==> src/logic/iscs_pkg.sv <==
// constants and carrier types for the interrupt source control and status block
`default_nettype none
package iscs_pkg;

  // ==========================================================================
  // register offsets
  localparam logic [7:0] ISCS_OFF_EOS     = 8'h22;
  localparam logic [7:0] ISCS_OFF_GMASK   = 8'h28;
  localparam logic [7:0] ISCS_OFF_THRESH  = 8'h2a;
  localparam logic [7:0] ISCS_OFF_INSVC   = 8'h2c;
  localparam logic [7:0] ISCS_OFF_REQ     = 8'h2e;
  localparam logic [7:0] ISCS_OFF_TSTAT   = 8'h30;
  localparam logic [7:0] ISCS_OFF_TCTL    = 8'h32;
  localparam logic [7:0] ISCS_OFF_DMA0CTL = 8'h34;
  localparam logic [7:0] ISCS_OFF_DMA1CTL = 8'h36;
  localparam logic [7:0] ISCS_OFF_EXT4CTL = 8'h40;
  localparam logic [7:0] ISCS_OFF_SP1CTL  = 8'h42;
  localparam logic [7:0] ISCS_OFF_SP0CTL  = 8'h44;

  // ==========================================================================
  // field positions
  localparam int ISCS_BIT_LVL    = 4;
  localparam int ISCS_BIT_MSK    = 3;
  localparam int ISCS_BIT_DHALT  = 15;
  localparam int ISCS_BIT_NSPEC  = 15;
  localparam int ISCS_BIT_TMR    = 0;
  localparam int ISCS_BIT_DMA0   = 2;
  localparam int ISCS_BIT_DMA1   = 3;
  localparam int ISCS_BIT_EXT0   = 4;
  localparam int ISCS_BIT_EXT4   = 8;
  localparam int ISCS_BIT_SP1    = 9;
  localparam int ISCS_BIT_SP0    = 10;

  // ==========================================================================
  // reset values
  localparam logic [15:0] ISCS_RST_CTL     = 16'h000f;
  localparam logic [15:0] ISCS_RST_SPCTL   = 16'h001f;
  localparam logic [15:0] ISCS_RST_GMASK   = 16'h07fd;
  localparam logic [2:0]  ISCS_RST_THRESH  = 3'h7;
  localparam logic [15:0] ISCS_RST_INSVC   = 16'h0000;

  // ==========================================================================
  // sources: index, owning control register, interrupt type
  localparam int ISCS_NSRC = 8;
  localparam int ISCS_NCTL = 6;
  // control register order: timer, dma0, dma1, ext4, sp1, sp0
  localparam int ISCS_CTL_MSKBIT [ISCS_NCTL] = '{0, 2, 3, 8, 9, 10};
  // source order: tmr0, tmr1, tmr2, dma0, dma1, ext4, sp1, sp0
  localparam int ISCS_SRC_CTL [ISCS_NSRC] = '{0, 0, 0, 1, 2, 3, 4, 5};
  localparam logic [7:0] ISCS_SRC_TYPE [ISCS_NSRC] =
    '{8'h08, 8'h12, 8'h13, 8'h0a, 8'h0b, 8'h10, 8'h11, 8'h14};

  // ==========================================================================
  // carriers to the processor core and from the serial ports
  typedef struct packed {
    logic       valid;
    logic [7:0] itype;
  } iscs_vec_t;

  typedef struct packed {
    logic [6:0] cause;
    logic [6:0] enable;
  } iscs_serial_t;

endpackage : iscs_pkg
`default_nettype wire

==> src/logic/iscs_top.sv <==
// interrupt source control, request, in-service and timer status logic
//
// Notes on behaviour
// - line four control bit 4: one means level high, zero means rising edge.
// - mask bit 3 set blocks the source; clear allows it.
// - control mask bit and global source mask bit are one storage.
// - priority bits 2..0, zero highest, seven lowest.
// - line four control resets to 000f; bits 15..5 reserved zero.
// - timers use types 08, 12, 13 and share one control register.
// - dma0/line five type 0a, dma1/line six type 0b.
// - timer and dma control reset 000f; only mask and priority.
// - serial port 0 type 14, serial port 1 type 11.
// - serial control resets 001f; bit 4 reads one always.
// - dma halt bit set by nmi, cleared by return, stops dma.
// - status bits 2..0 show timer requests; request bit 0 is their or.
// - timer and dma request bits set by peripheral, cleared on acknowledge.
// - external line request bits show the live pin level.
// - request register layout as packed by the read mux; bit 1 zero.
// - serial request bit is or of enabled serial causes.
// - in-service bit set when taken, cleared by matching type written.
// - in-service resets 0000, same layout as request register.
// - in-service bit 0 is or of the timer in-service bits.
// - line four uses type 10.
// - source with priority value above threshold is blocked.
// - non-specific end write clears highest priority in-service source.
// - global mask write updates control register mask bits.
`default_nettype none
module iscs_top (
  // clock and reset
  input  wire logic                  CLK_SYS,
  input  wire logic                  RSTN,
  // register port
  input  wire logic [7:0]            ADDR,
  input  wire logic [15:0]           WDATA,
  input  wire logic                  WR,
  input  wire logic                  RD,
  output var  logic [15:0]           RDATA,
  // peripheral requests
  input  wire logic [2:0]            TMR_EVENT,
  input  wire logic [1:0]            DMA_EVENT,
  input  wire logic [4:0]            EXT_LINES,
  input  wire iscs_pkg::iscs_serial_t SP0_IRQ,
  input  wire iscs_pkg::iscs_serial_t SP1_IRQ,
  // core events and dma halt
  input  wire logic                  NMI_EVENT,
  input  wire logic                  IRET_EVENT,
  output var  logic                  DMA_HALT,
  // acknowledge handshake with the core
  output var  iscs_pkg::iscs_vec_t   IRQ_VEC,
  input  wire logic                  IRQ_ACK
);
  import iscs_pkg::*;

  // ==========================================================================
  // state
  logic [10:0]     mask_reg,      mask_next;
  logic [2:0]      prio_reg [ISCS_NCTL];
  logic [2:0]      prio_next [ISCS_NCTL];
  logic            ext4_lvl_reg,  ext4_lvl_next;
  logic [2:0]      thresh_reg,    thresh_next;
  logic [2:0]      tmr_pend_reg,  tmr_pend_next;
  logic [1:0]      dma_pend_reg,  dma_pend_next;
  logic            ext4_edge_reg, ext4_edge_next;
  logic            ext4_prev_reg, ext4_prev_next;
  logic            dhalt_reg,     dhalt_next;
  logic [7:0]      insvc_reg,     insvc_next;
  logic [2:0]      win_reg,       win_next;
  iscs_vec_t       vec_reg,       vec_next;
  logic [15:0]     rdata_reg,     rdata_next;

  // ==========================================================================
  // per source pending and eligibility
  logic [ISCS_NSRC-1:0] pend;
  logic [ISCS_NSRC-1:0] elig;
  logic                 sp0_req;
  logic                 sp1_req;
  logic                 ext4_pend;
  logic [15:0]          req_word;
  logic [15:0]          insvc_word;

  assign sp0_req = |(SP0_IRQ.cause & SP0_IRQ.enable);
  assign sp1_req = |(SP1_IRQ.cause & SP1_IRQ.enable);
  assign ext4_pend = ext4_lvl_reg ? EXT_LINES[4] : ext4_edge_reg;

  assign pend = {sp0_req, sp1_req, ext4_pend, dma_pend_reg, tmr_pend_reg};

  genvar gi;
  generate
    for (gi = 0; gi < ISCS_NSRC; gi++) begin : g_elig
      // mask gate, threshold gate; a source already in service waits
      assign elig[gi] = pend[gi] & ~mask_reg[ISCS_CTL_MSKBIT[ISCS_SRC_CTL[gi]]]
                        & (prio_reg[ISCS_SRC_CTL[gi]] <= thresh_reg) & ~insvc_reg[gi];
    end
  endgenerate

  // request register layout, timer or, live pins
  always_comb begin
    req_word = 16'h0000;
    req_word[ISCS_BIT_TMR]  = |tmr_pend_reg;
    req_word[ISCS_BIT_DMA0] = dma_pend_reg[0];
    req_word[ISCS_BIT_DMA1] = dma_pend_reg[1];
    req_word[ISCS_BIT_EXT4:ISCS_BIT_EXT0] = EXT_LINES;
    req_word[ISCS_BIT_SP1]  = sp1_req;
    req_word[ISCS_BIT_SP0]  = sp0_req;
  end

  always_comb begin
    insvc_word = ISCS_RST_INSVC;
    insvc_word[ISCS_BIT_TMR]  = |insvc_reg[2:0];
    insvc_word[ISCS_BIT_DMA0] = insvc_reg[3];
    insvc_word[ISCS_BIT_DMA1] = insvc_reg[4];
    insvc_word[ISCS_BIT_EXT4] = insvc_reg[5];
    insvc_word[ISCS_BIT_SP1]  = insvc_reg[6];
    insvc_word[ISCS_BIT_SP0]  = insvc_reg[7];
  end

  // ==========================================================================
  // control register write select
  // decoded once, so the per register write loop stays a plain index test
  logic [ISCS_NCTL-1:0] ctl_wsel;

  always_comb begin
    ctl_wsel = '0;
    if (WR) begin
      unique case (ADDR)
        ISCS_OFF_TCTL:    ctl_wsel[0] = 1'b1;
        ISCS_OFF_DMA0CTL: ctl_wsel[1] = 1'b1;
        ISCS_OFF_DMA1CTL: ctl_wsel[2] = 1'b1;
        ISCS_OFF_EXT4CTL: ctl_wsel[3] = 1'b1;
        ISCS_OFF_SP1CTL:  ctl_wsel[4] = 1'b1;
        ISCS_OFF_SP0CTL:  ctl_wsel[5] = 1'b1;
        default: begin
        end
      endcase
    end
  end

  // ==========================================================================
  // next state
  always_comb begin
    logic       eos_found;
    logic [2:0] eos_prio;
    logic [2:0] eos_idx;
    eos_found = 1'b0;
    eos_prio  = 3'h7;
    eos_idx   = 3'h0;

    mask_next      = mask_reg;
    ext4_lvl_next  = ext4_lvl_reg;
    thresh_next    = thresh_reg;
    tmr_pend_next  = tmr_pend_reg;
    dma_pend_next  = dma_pend_reg;
    ext4_edge_next = ext4_edge_reg;
    ext4_prev_next = EXT_LINES[4];
    dhalt_next     = dhalt_reg;
    insvc_next     = insvc_reg;
    for (int c = 0; c < ISCS_NCTL; c++) begin
      prio_next[c] = prio_reg[c];
    end

    // ---- software writes (clears first so hardware sets win below)
    if (WR) begin
      unique case (ADDR)
        ISCS_OFF_TCTL, ISCS_OFF_DMA0CTL, ISCS_OFF_DMA1CTL, ISCS_OFF_EXT4CTL,
        ISCS_OFF_SP1CTL, ISCS_OFF_SP0CTL: begin
          for (int c = 0; c < ISCS_NCTL; c++) begin
            if (ctl_wsel[c]) begin
              // control mask bit lands in the shared mask storage
              mask_next[ISCS_CTL_MSKBIT[c]] = WDATA[ISCS_BIT_MSK];
              prio_next[c] = WDATA[2:0];
            end
          end
          if (ADDR == ISCS_OFF_EXT4CTL) begin
            ext4_lvl_next = WDATA[ISCS_BIT_LVL];
          end
        end
        ISCS_OFF_GMASK: begin
          // one storage, so control registers see it at once
          mask_next    = WDATA[10:0];
          mask_next[1] = 1'b0;
        end
        ISCS_OFF_THRESH: begin
          thresh_next = WDATA[2:0];
        end
        ISCS_OFF_TSTAT: begin
          // software may hold off dma through this bit
          dhalt_next    = WDATA[ISCS_BIT_DHALT];
          tmr_pend_next = WDATA[2:0];
        end
        ISCS_OFF_INSVC: begin
          insvc_next[2:0] = {3{WDATA[ISCS_BIT_TMR]}};
          insvc_next[3]   = WDATA[ISCS_BIT_DMA0];
          insvc_next[4]   = WDATA[ISCS_BIT_DMA1];
          insvc_next[5]   = WDATA[ISCS_BIT_EXT4];
          insvc_next[6]   = WDATA[ISCS_BIT_SP1];
          insvc_next[7]   = WDATA[ISCS_BIT_SP0];
        end
        ISCS_OFF_EOS: begin
          if (WDATA[ISCS_BIT_NSPEC]) begin
            // clear in-service source with best priority
            for (int s = 0; s < ISCS_NSRC; s++) begin
              if (insvc_reg[s] && (!eos_found || prio_reg[ISCS_SRC_CTL[s]] < eos_prio)) begin
                eos_found = 1'b1;
                eos_prio  = prio_reg[ISCS_SRC_CTL[s]];
                eos_idx   = 3'(s);
              end
            end
            if (eos_found) begin
              insvc_next[eos_idx] = 1'b0;
            end
          end else begin
            for (int s = 0; s < ISCS_NSRC; s++) begin
              if (WDATA[4:0] == ISCS_SRC_TYPE[s][4:0]) begin
                insvc_next[s] = 1'b0;
              end
            end
          end
        end
        default: begin
        end
      endcase
    end

    // ---- acknowledge of the presented source
    if (IRQ_ACK && vec_reg.valid) begin
      if (win_reg < 3'h3) begin
        tmr_pend_next[win_reg[1:0]] = 1'b0;
      end else if (win_reg < 3'h5) begin
        dma_pend_next[1'(win_reg - 3'h3)] = 1'b0;
      end else if (win_reg == 3'h5) begin
        ext4_edge_next = 1'b0;
      end
      insvc_next[win_reg] = 1'b1;
    end

    // ---- hardware sets, placed last so they win over clears
    // peripheral sets pending
    tmr_pend_next = tmr_pend_next | TMR_EVENT;
    dma_pend_next = dma_pend_next | DMA_EVENT;
    if (EXT_LINES[4] && !ext4_prev_reg) begin
      ext4_edge_next = 1'b1;
    end
    // nmi sets halt, return clears it; the set wins
    if (IRET_EVENT) begin
      dhalt_next = 1'b0;
    end
    if (NMI_EVENT) begin
      dhalt_next = 1'b1;
    end

  end

  // ==========================================================================
  // presentation to the core
  always_comb begin
    logic       found;
    logic [2:0] best_prio;
    logic [2:0] best_idx;
    found     = 1'b0;
    best_prio = 3'h7;
    best_idx  = 3'h0;
    // pick lowest priority value, lower index on a tie
    for (int s = 0; s < ISCS_NSRC; s++) begin
      if (elig[s] && (!found || prio_reg[ISCS_SRC_CTL[s]] < best_prio)) begin
        found     = 1'b1;
        best_prio = prio_reg[ISCS_SRC_CTL[s]];
        best_idx  = 3'(s);
      end
    end
    win_next = best_idx;
    vec_next.valid = found;
    vec_next.itype = ISCS_SRC_TYPE[best_idx];
    // a vector just acknowledged is withdrawn for one cycle
    if (IRQ_ACK && vec_reg.valid) begin
      vec_next.valid = 1'b0;
    end
  end

  // ==========================================================================
  // read data, one cycle after the strobe
  always_comb begin
    rdata_next = 16'h0000;
    if (RD) begin
      unique case (ADDR)
        // timer and dma control: mask and priority only
        ISCS_OFF_TCTL:    rdata_next = {12'h000, mask_reg[ISCS_CTL_MSKBIT[0]], prio_reg[0]};
        ISCS_OFF_DMA0CTL: rdata_next = {12'h000, mask_reg[ISCS_CTL_MSKBIT[1]], prio_reg[1]};
        ISCS_OFF_DMA1CTL: rdata_next = {12'h000, mask_reg[ISCS_CTL_MSKBIT[2]], prio_reg[2]};
        ISCS_OFF_EXT4CTL: rdata_next = {11'h000, ext4_lvl_reg, mask_reg[ISCS_CTL_MSKBIT[3]], prio_reg[3]};
        ISCS_OFF_SP1CTL:  rdata_next = {11'h000, 1'b1, mask_reg[ISCS_CTL_MSKBIT[4]], prio_reg[4]};
        ISCS_OFF_SP0CTL:  rdata_next = {11'h000, 1'b1, mask_reg[ISCS_CTL_MSKBIT[5]], prio_reg[5]};
        ISCS_OFF_GMASK:   rdata_next = {5'h00, mask_reg};
        ISCS_OFF_THRESH:  rdata_next = {13'h0000, thresh_reg};
        ISCS_OFF_TSTAT:   rdata_next = {dhalt_reg, 12'h000, tmr_pend_reg};
        ISCS_OFF_REQ:     rdata_next = req_word;
        ISCS_OFF_INSVC:   rdata_next = insvc_word;
        default:          rdata_next = 16'h0000;
      endcase
    end
  end

  // ==========================================================================
  // registers
  always_ff @(posedge CLK_SYS) begin
    if (!RSTN) begin
      mask_reg      <= ISCS_RST_GMASK[10:0];
      // control resets: mask set, priority seven, edge mode
      for (int c = 0; c < ISCS_NCTL; c++) begin
        prio_reg[c] <= ISCS_RST_CTL[2:0];
      end
      ext4_lvl_reg  <= ISCS_RST_CTL[ISCS_BIT_LVL];
      thresh_reg    <= ISCS_RST_THRESH;
      tmr_pend_reg  <= 3'h0;
      dma_pend_reg  <= 2'h0;
      ext4_edge_reg <= 1'b0;
      ext4_prev_reg <= 1'b0;
      dhalt_reg     <= 1'b0;
      insvc_reg     <= ISCS_RST_INSVC[7:0];
    end else begin
      mask_reg      <= mask_next;
      for (int c = 0; c < ISCS_NCTL; c++) begin
        prio_reg[c] <= prio_next[c];
      end
      ext4_lvl_reg  <= ext4_lvl_next;
      thresh_reg    <= thresh_next;
      tmr_pend_reg  <= tmr_pend_next;
      dma_pend_reg  <= dma_pend_next;
      ext4_edge_reg <= ext4_edge_next;
      ext4_prev_reg <= ext4_prev_next;
      dhalt_reg     <= dhalt_next;
      insvc_reg     <= insvc_next;
    end
  end

  // presentation registers
  always_ff @(posedge CLK_SYS) begin
    if (!RSTN) begin
      win_reg <= 3'h0;
      vec_reg <= '0;
    end else begin
      win_reg <= win_next;
      vec_reg <= vec_next;
    end
  end

  // read data register, zero outside the cycle after a read
  always_ff @(posedge CLK_SYS) begin
    if (!RSTN) begin
      rdata_reg <= 16'h0000;
    end else begin
      rdata_reg <= rdata_next;
    end
  end

  // ==========================================================================
  // outputs
  assign RDATA    = rdata_reg;
  // halt drives the dma engine stop
  assign DMA_HALT = dhalt_reg;
  assign IRQ_VEC  = vec_reg;

endmodule : iscs_top
`default_nettype wire

==> config.mk <==
export PLATFORM = sky130hd
export DESIGN_NAME = iscs_top
export DESIGN_NICKNAME = d
export VERILOG_FILES = /design/src/logic/iscs_pkg.sv /design/src/logic/iscs_top.sv
export SDC_FILE = /design/constraint.sdc
export NUM_CORES = 1
export LEC_CHECK = 0
export BUFFER_PORTS_ARGS = -buffer_cell sky130_fd_sc_hd__buf_2
export CAP_MARGIN = 30
export CORE_AREA = 2 2 136 125
export DETAILED_ROUTE_END_ITERATION = 6
export DIE_AREA = 0 0 138 127
export PLACE_DENSITY = 0.62
export REMOVE_ABC_BUFFERS = 1
export SYNTH_ARGS = -nofsm -noshare
export SYNTH_HDL_FRONTEND = slang
export SYNTH_SLANG_ARGS = --single-unit
==> constraint.sdc <==
create_clock -name CLK_SYS -period 7.5 [get_ports CLK_SYS]
set_input_delay 0 -clock CLK_SYS [delete_from_list [all_inputs] [get_ports CLK_SYS]]
set_output_delay 0 -clock CLK_SYS [all_outputs]
set_load 0.01 [all_outputs]
=== Word level (Yosys, flattened, before mapping) ===
Memories as Yosys holds them, arrays and structs flattened. A register that Yosys moved wholly into a read port is not among the register bits.
Index checks and enable logic that the tools add are counted.

* Bits in registers: 50
* Bits in latches: 0
* RAM bits: 18
* Bits in read-only memories: 64
* Bits of input ports: 69
* Word-level logic and storage cells: 373
* Memories kept: 2

* $add $sub $neg: 1
* Multiply operators: 0
* Divide/modulo/power cells: 0
* Order comparisons: 30
* Equal/unequal tests: 29
* Shifts and indexed selects: 0
* Muxes and demuxes: 163
* Bitwise logic cells: 57
* Reductions and logical operators: 73

{| class="wikitable"
|+ Memory list
! name !! depth !! bits a word !! read ports !! clocked after memory_dff !! write ports !! RTL line !! RTL
|-
| (name not given) || 8 || 8 || 1 || 1 || 0 || iscs_top.sv:272 || <nowiki>vec_next.itype = ISCS_SRC_TYPE[best_idx];</nowiki>
|-
| prio_reg || 6 || 3 || 6 || 0 || 6 || iscs_top.sv:57 || <nowiki>logic [2:0] prio_reg [ISCS_NCTL];</nowiki>
|}

{| class="wikitable"
|+ Operators with widths
! operator !! count
|-
| 3-bit two-way mux || 66
|-
| 16-bit case mux with 11 select lines || 1
|-
| 1-bit two-way mux || 78
|-
| 8-bit by 6-bit equality test with 1-bit output, second input constant || 9
|-
| 3-bit < comparator || 14
|-
| 18-bit two-way mux || 2
|-
| 8-bit two-way mux || 4
|-
| 5-bit equality test, second input constant || 5
|-
| 1-bit AND || 24
|-
| 8-bit by 7-bit equality test with 1-bit output, second input constant || 3
|-
| 3-bit AND reduction || 7
|-
| 1-bit logical AND || 20
|-
| 3-bit <= comparator || 6
|-
| 1-bit logical NOT || 16
|-
| 8-bit case mux with 2 select lines || 1
|-
| 5-bit by 4-bit equality test with 1-bit output, second input constant || 3
|-
| 1-bit inverter || 15
|-
| 7-bit AND || 2
|-
| 1-bit logical OR || 14
|-
| 7-bit OR reduction || 2
|-
| 2-bit inequality test, second input constant || 6
|-
| 8-bit AND || 1
|-
| 3-bit by 4-bit < comparator with 1-bit output, second input constant || 2
|-
| 8-bit inverter || 1
|-
| other kinds (34) || 51
|}

=== Depth between registers and ports, before layout ===
An unclocked memory read counts as a cell.

* Depth in word-level cells: 66
* Mapped depth: 44
* Gate-level depth less buffers: 43

=== Worst setup path before layout ===
Ideal clock, no wire load.

* Path kind: register to register
* From: register thresh_reg[1]
* To: register, netlist name IRQ_VEC[0]
* Library setup time: 0.116 ns
* Arrival: 7.912 ns
* Setup slack: -0.528 ns
* Stages on the path, launching flop included: 43
* Cell sequence: dfxtp_1 > inv_1 > ha_1 > nor2b_1 > o21a_1 > o21ai_1 > nand2_1 > nor2_1 > ha_1 > a21o_1 > a31oi_1 > o21ai_0 > a21oi_1 > inv_1 > ha_1 > nor2_1 > o21a_1 > a21oi_1 > [7 not listed] > clkbuf_1 > mux2i_1 > ha_1 > o21ai_0 > a32o_1 > and2_1 > a31o_2 > mux2_2 > ha_1 > nand2_1 > a311oi_1 > a21boi_1 > a311oi_2 > inv_1 > ha_1 > inv_1 > a21boi_0 > o211a_1

* Word-level cells in the longest chain between the ends: 33
* Elaborated cells on any way between the ends: 72

{| class="wikitable"
|+ Ends and longest elaborated chain
! element !! RTL line !! RTL
|-
| from (decl) || iscs_top.sv:60 || <nowiki>logic [2:0] thresh_reg, thresh_next;</nowiki>
|-
| from (signal assigned) || iscs_top.sv:325 || <nowiki>thresh_reg <= thresh_next;</nowiki>
|-
| 3-bit <= comparator || iscs_top.sv:92 || <nowiki>& (prio_reg[ISCS_SRC_CTL[gi]] <= thresh_reg) & ~insvc_reg[gi];</nowiki>
|-
| 1-bit AND (2 in series) || iscs_top.sv:92 ||
|-
| 3-bit two-way mux / 1-bit two-way mux (equally long branches) || iscs_top.sv:264 || <nowiki>if (elig[s] && (!found || prio_reg[ISCS_SRC_CTL[s]] < best_prio)) begin</nowiki>
|-
| 3-bit < comparator / 1-bit logical NOT (equally long branches) || iscs_top.sv:264 ||
|-
| 1-bit logical OR || iscs_top.sv:264 ||
|-
| 1-bit logical AND || iscs_top.sv:264 ||
|-
| 3-bit two-way mux / 1-bit two-way mux (equally long branches) || iscs_top.sv:264 ||
|-
| 3-bit < comparator / 1-bit logical NOT (equally long branches) || iscs_top.sv:264 ||
|-
| [17 not listed] || - ||
|-
| 1-bit logical AND || iscs_top.sv:264 ||
|-
| 3-bit two-way mux / 1-bit two-way mux (equally long branches) || iscs_top.sv:264 ||
|-
| 3-bit < comparator / 1-bit logical NOT (equally long branches) || iscs_top.sv:264 ||
|-
| 1-bit logical OR || iscs_top.sv:264 ||
|-
| 1-bit logical AND || iscs_top.sv:264 ||
|-
| 3-bit two-way mux * || iscs_top.sv:264 ||
|-
| via win_next[1] || iscs_top.sv:67 || <nowiki>logic [2:0] win_reg, win_next;</nowiki>
|-
| 3-bit inverter with 4-bit output (implied by the code) * || iscs_top.sv:272 ||
|}

Mark *: on every way through the listed nets, which the timed path passes. The rest lies on a longest branch.
A chain may end at the register's enable or synchronous reset.

=== Worst setup path in the final report ===
* From: register thresh_reg[1]
* To: register, netlist name IRQ_VEC[0]

* Word-level cells in the longest chain between the ends: 33
* Elaborated cells on any way between the ends: 72

{| class="wikitable"
|+ Ends and longest elaborated chain
! element !! RTL line
|-
| 3-bit <= comparator || iscs_top.sv:92
|-
| 1-bit AND (2 in series) || iscs_top.sv:92
|-
| 3-bit two-way mux / 1-bit two-way mux (equally long branches) || iscs_top.sv:264
|-
| 3-bit < comparator / 1-bit logical NOT (equally long branches) || iscs_top.sv:264
|-
| 1-bit logical OR || iscs_top.sv:264
|-
| 1-bit logical AND || iscs_top.sv:264
|-
| 3-bit two-way mux / 1-bit two-way mux (equally long branches) || iscs_top.sv:264
|-
| 3-bit < comparator / 1-bit logical NOT (equally long branches) || iscs_top.sv:264
|-
| [17 not listed] || -
|-
| 1-bit logical AND || iscs_top.sv:264
|-
| 3-bit two-way mux / 1-bit two-way mux (equally long branches) || iscs_top.sv:264
|-
| 3-bit < comparator / 1-bit logical NOT (equally long branches) || iscs_top.sv:264
|-
| 1-bit logical OR || iscs_top.sv:264
|-
| 1-bit logical AND || iscs_top.sv:264
|-
| 3-bit two-way mux * || iscs_top.sv:264
|-
| via win_next[1] || iscs_top.sv:67
|-
| 3-bit inverter with 4-bit output (implied by the code) * || iscs_top.sv:272
|}

Marked as above.

==> impl_metrics.json <==
{
  "ant_nets": 0,
  "cts-buffers-inserted": 9,
  "drv_cap": 0,
  "holdWs_ns": 0.0294,
  "synth-main-ff-cell": "dfxtp_1",
  "synth.yosys.seq_area_share": 0.264,
  "violations": "design-rule violations",
  "clkSinkCount": 69,
  "grt_overflow": 0,
  "cp-startpoint": "thresh_reg[1]",
  "clkTransAtPathRegs_ns": 0.06,
  "hold_end": "insvc_reg[6]",
  "synth_seq_cells": 69,
  "area_growth_pct": 33.5,
  "post_drt_wl_per_cell_um": 17.6,
  "yosys_warnings": 0,
  "hold_depth": 3,
  "cts_tree": "built",
  "power_leakage_uw": 0.00312,
  "core-area_mm2": 0.0160,
  "gp_congestion": 0.873,
  "h-tree-depth": 3,
  "worstHoldPathType": "in -> reg",
  "die_w_um": 138,
  "status": "complete, but fails checks",
  "critPathRequiredTime_ns": 7.74,
  "maxSlewHeadroom": 0.414,
  "r2r_start": "thresh_reg[1]",
  "viasPerCell": 5.68,
  "final_cell_area_mm2": 0.00699,
  "grt_pass1_vias": 5370,
  "path_class": "reg -> reg",
  "hold_viol": 0,
  "drtIter0Drc": 421,
  "syn_inst": 673,
  "cp.arrival_ns": 7.54,
  "grt_util_all_layers": 0.199,
  "routed_wirelength_um": 18100,
  "hpwl_um": 13200,
  "grt_max_degree": 42,
  "path_max_fanout": 4,
  "grt-busiest-layer": "met2",
  "ir_worst_vdd_v": 0.0000950,
  "drtPass1Iterations": 7,
  "rows": 44,
  "stdcell_count": 1031,
  "port_buffers": 83,
  "initial_core_util": 0.328,
  "die_h_um": 127,
  "crit_slowest_cell": "mux2_4",
  "slew_violations": 0,
  "largest_reg_flops": 18,
  "power_density_mw_per_mm2": 128,
  "min_from": "WDATA[9]",
  "synth.largest_area_cell": "dfxtp_1",
  "drive_above_1_share": 0.275,
  "dieArea_mm2": 0.0175,
  "slowest_delay_ns": 0.34,
  "synthTopCellsByCount": "nand2_1, dfxtp_1, nor2_1",
  "min_period_ns": 7.30,
  "netlist_area_mm2": 0.00524,
  "dpl_cell_area_mm2": 0.00614,
  "worst_skew_pair.late_latency_ns": 0.35,
  "dp_cells": 982,
  "synth_top_area_share": 0.264,
  "synthArstFlopShare": 0,
  "setup_viol": 0,
  "clock_skew_ns": 0.00847,
  "grt_pass1_wl_um": 28100,
  "crit_path_frequent_cell": "ha_4",
  "critPathLaunchType": "flop",
  "synth_area_leaders": "dfxtp_1, ha_1, nand2_1",
  "grtUsageMet2": 0.317,
  "use_met3": 0.0424,
  "tightestPinTransition_ns": 0.871,
  "via_count": 5856,
  "drc_errors": 18,
  "endpoint_kind": "flop",
  "ys_types": 80,
  "synthMostInstantiatedCell": "nand2_1",
  "reg2reg_setup_slack_ns": 0.20,
  "syn_avg_cell_area_um2": 7.78,
  "synth_edf_count": 0,
  "cts_root_buffer": "clkbuf_16",
  "layout.nets": 932,
  "io_pins": 95,
  "diodes": 0,
  "grt.met1_usage": 0.262,
  "rsz0062_at_grt": "yes",
  "antenna_found_initial": 0,
  "fin_crit_sh": 0.973,
  "clockBufferDepth": 2,
  "r2r-end": "IRQ_VEC[0]",
  "r2r_cells": 41,
  "max_freq_mhz": 137
}
-- worst max-delay path, delay by kind of cell (launching register included) --
| kind | cells | cell delay (ns) |
|---|---|---|
| compound gates | 18 | 3.08 |
| fa+ha+maj | 7 | 1.65 |
| buf+inv | 5 | 0.33 |
| flops | 1 | 0.33 |
| mux | 3 | 0.81 |
| simple gates | 8 | 0.95 |
-- per-stage QoR --
step / util / setup TNS (ns) / setup slack, ns / total power, uW
after floorplan: - / -1.47 / -0.440 / 406
after global placement: 0.383 / -0.00824 / -0.00824 / 448
after detailed placement: 0.384 / -0.827 / -0.241 / 449
after CTS: 0.417 / 0 / 0.0398 / 900
after global routing: 0.438 / -0.668 / -0.188 / 926
final: 0.438 / 0 / 0.201 / 898
-- placed cells by master, fill, tap and decap left out, drive strengths merged, types with 13 or more instances in the layout --
cell         count
o211ai          14
dfxtp           69
buf            146
inv             40
mux2i           14
nand3           51
nor2            69
a21oi           33
ha              44
nor3            13
a222oi          14
nand2           79
dlygate4sd3     18
o21ai           31
-- kinds of logic after synthesis --
logic type	synth area share
AND/OR/NAND/NOR	0.262
AO/OA/AOI/OAI	0.272
multiplexers	0.0375
buffers and inverters	0.0588
other	0.000716
adder cells (fa/ha/maj)	0.105
flip-flops	0.264
-- cell type report --
type	instances	area (um^2)
fillers	1604	8980
multi-input cells	537	3820
flip-flops and latches	69	1380
repair buffers	164	1070
well taps	207	259
clock buffers	9	225
inverters	38	145
clock inverters	7	82.6
-- worst max-delay path by stage --
stage	end	slack (ns)	depth (start not counted)
6_report	IRQ_VEC[0]	0.20	41
2_1_floorplan	IRQ_VEC[0]	-0.44	41
5_1_grt	IRQ_VEC[0]	-0.19	41
3_3_place_gp	IRQ_VEC[4]	-0.008	41
3_5_place_dp	IRQ_VEC[4]	-0.24	41
4_1_cts	IRQ_VEC[4]	0.04	41
-- layer usage --
layer | wire (um) | vias to the layer above
li1 | - | 2816
met1 | 8140 | 2742
met2 | 8140 | 255
met3 | 1340 | 43
met4 | 522 | 0
met5 | 0 | -
-- timing repair --
item,in CTS,in global routing
hold endpoints to repair,19,0
pin swaps,2,23
resized for setup,8,51
setup buffers,1,14
setup endpoints to repair,4,12
hold buffers,18,0
-- report_power, final --
group	internal, uW	switching (uW)
combinational	34.2	42.8
clock	263	183
sequential	371	4.56
total	667	230
Note: power is estimated with default switching activity, not from simulation.
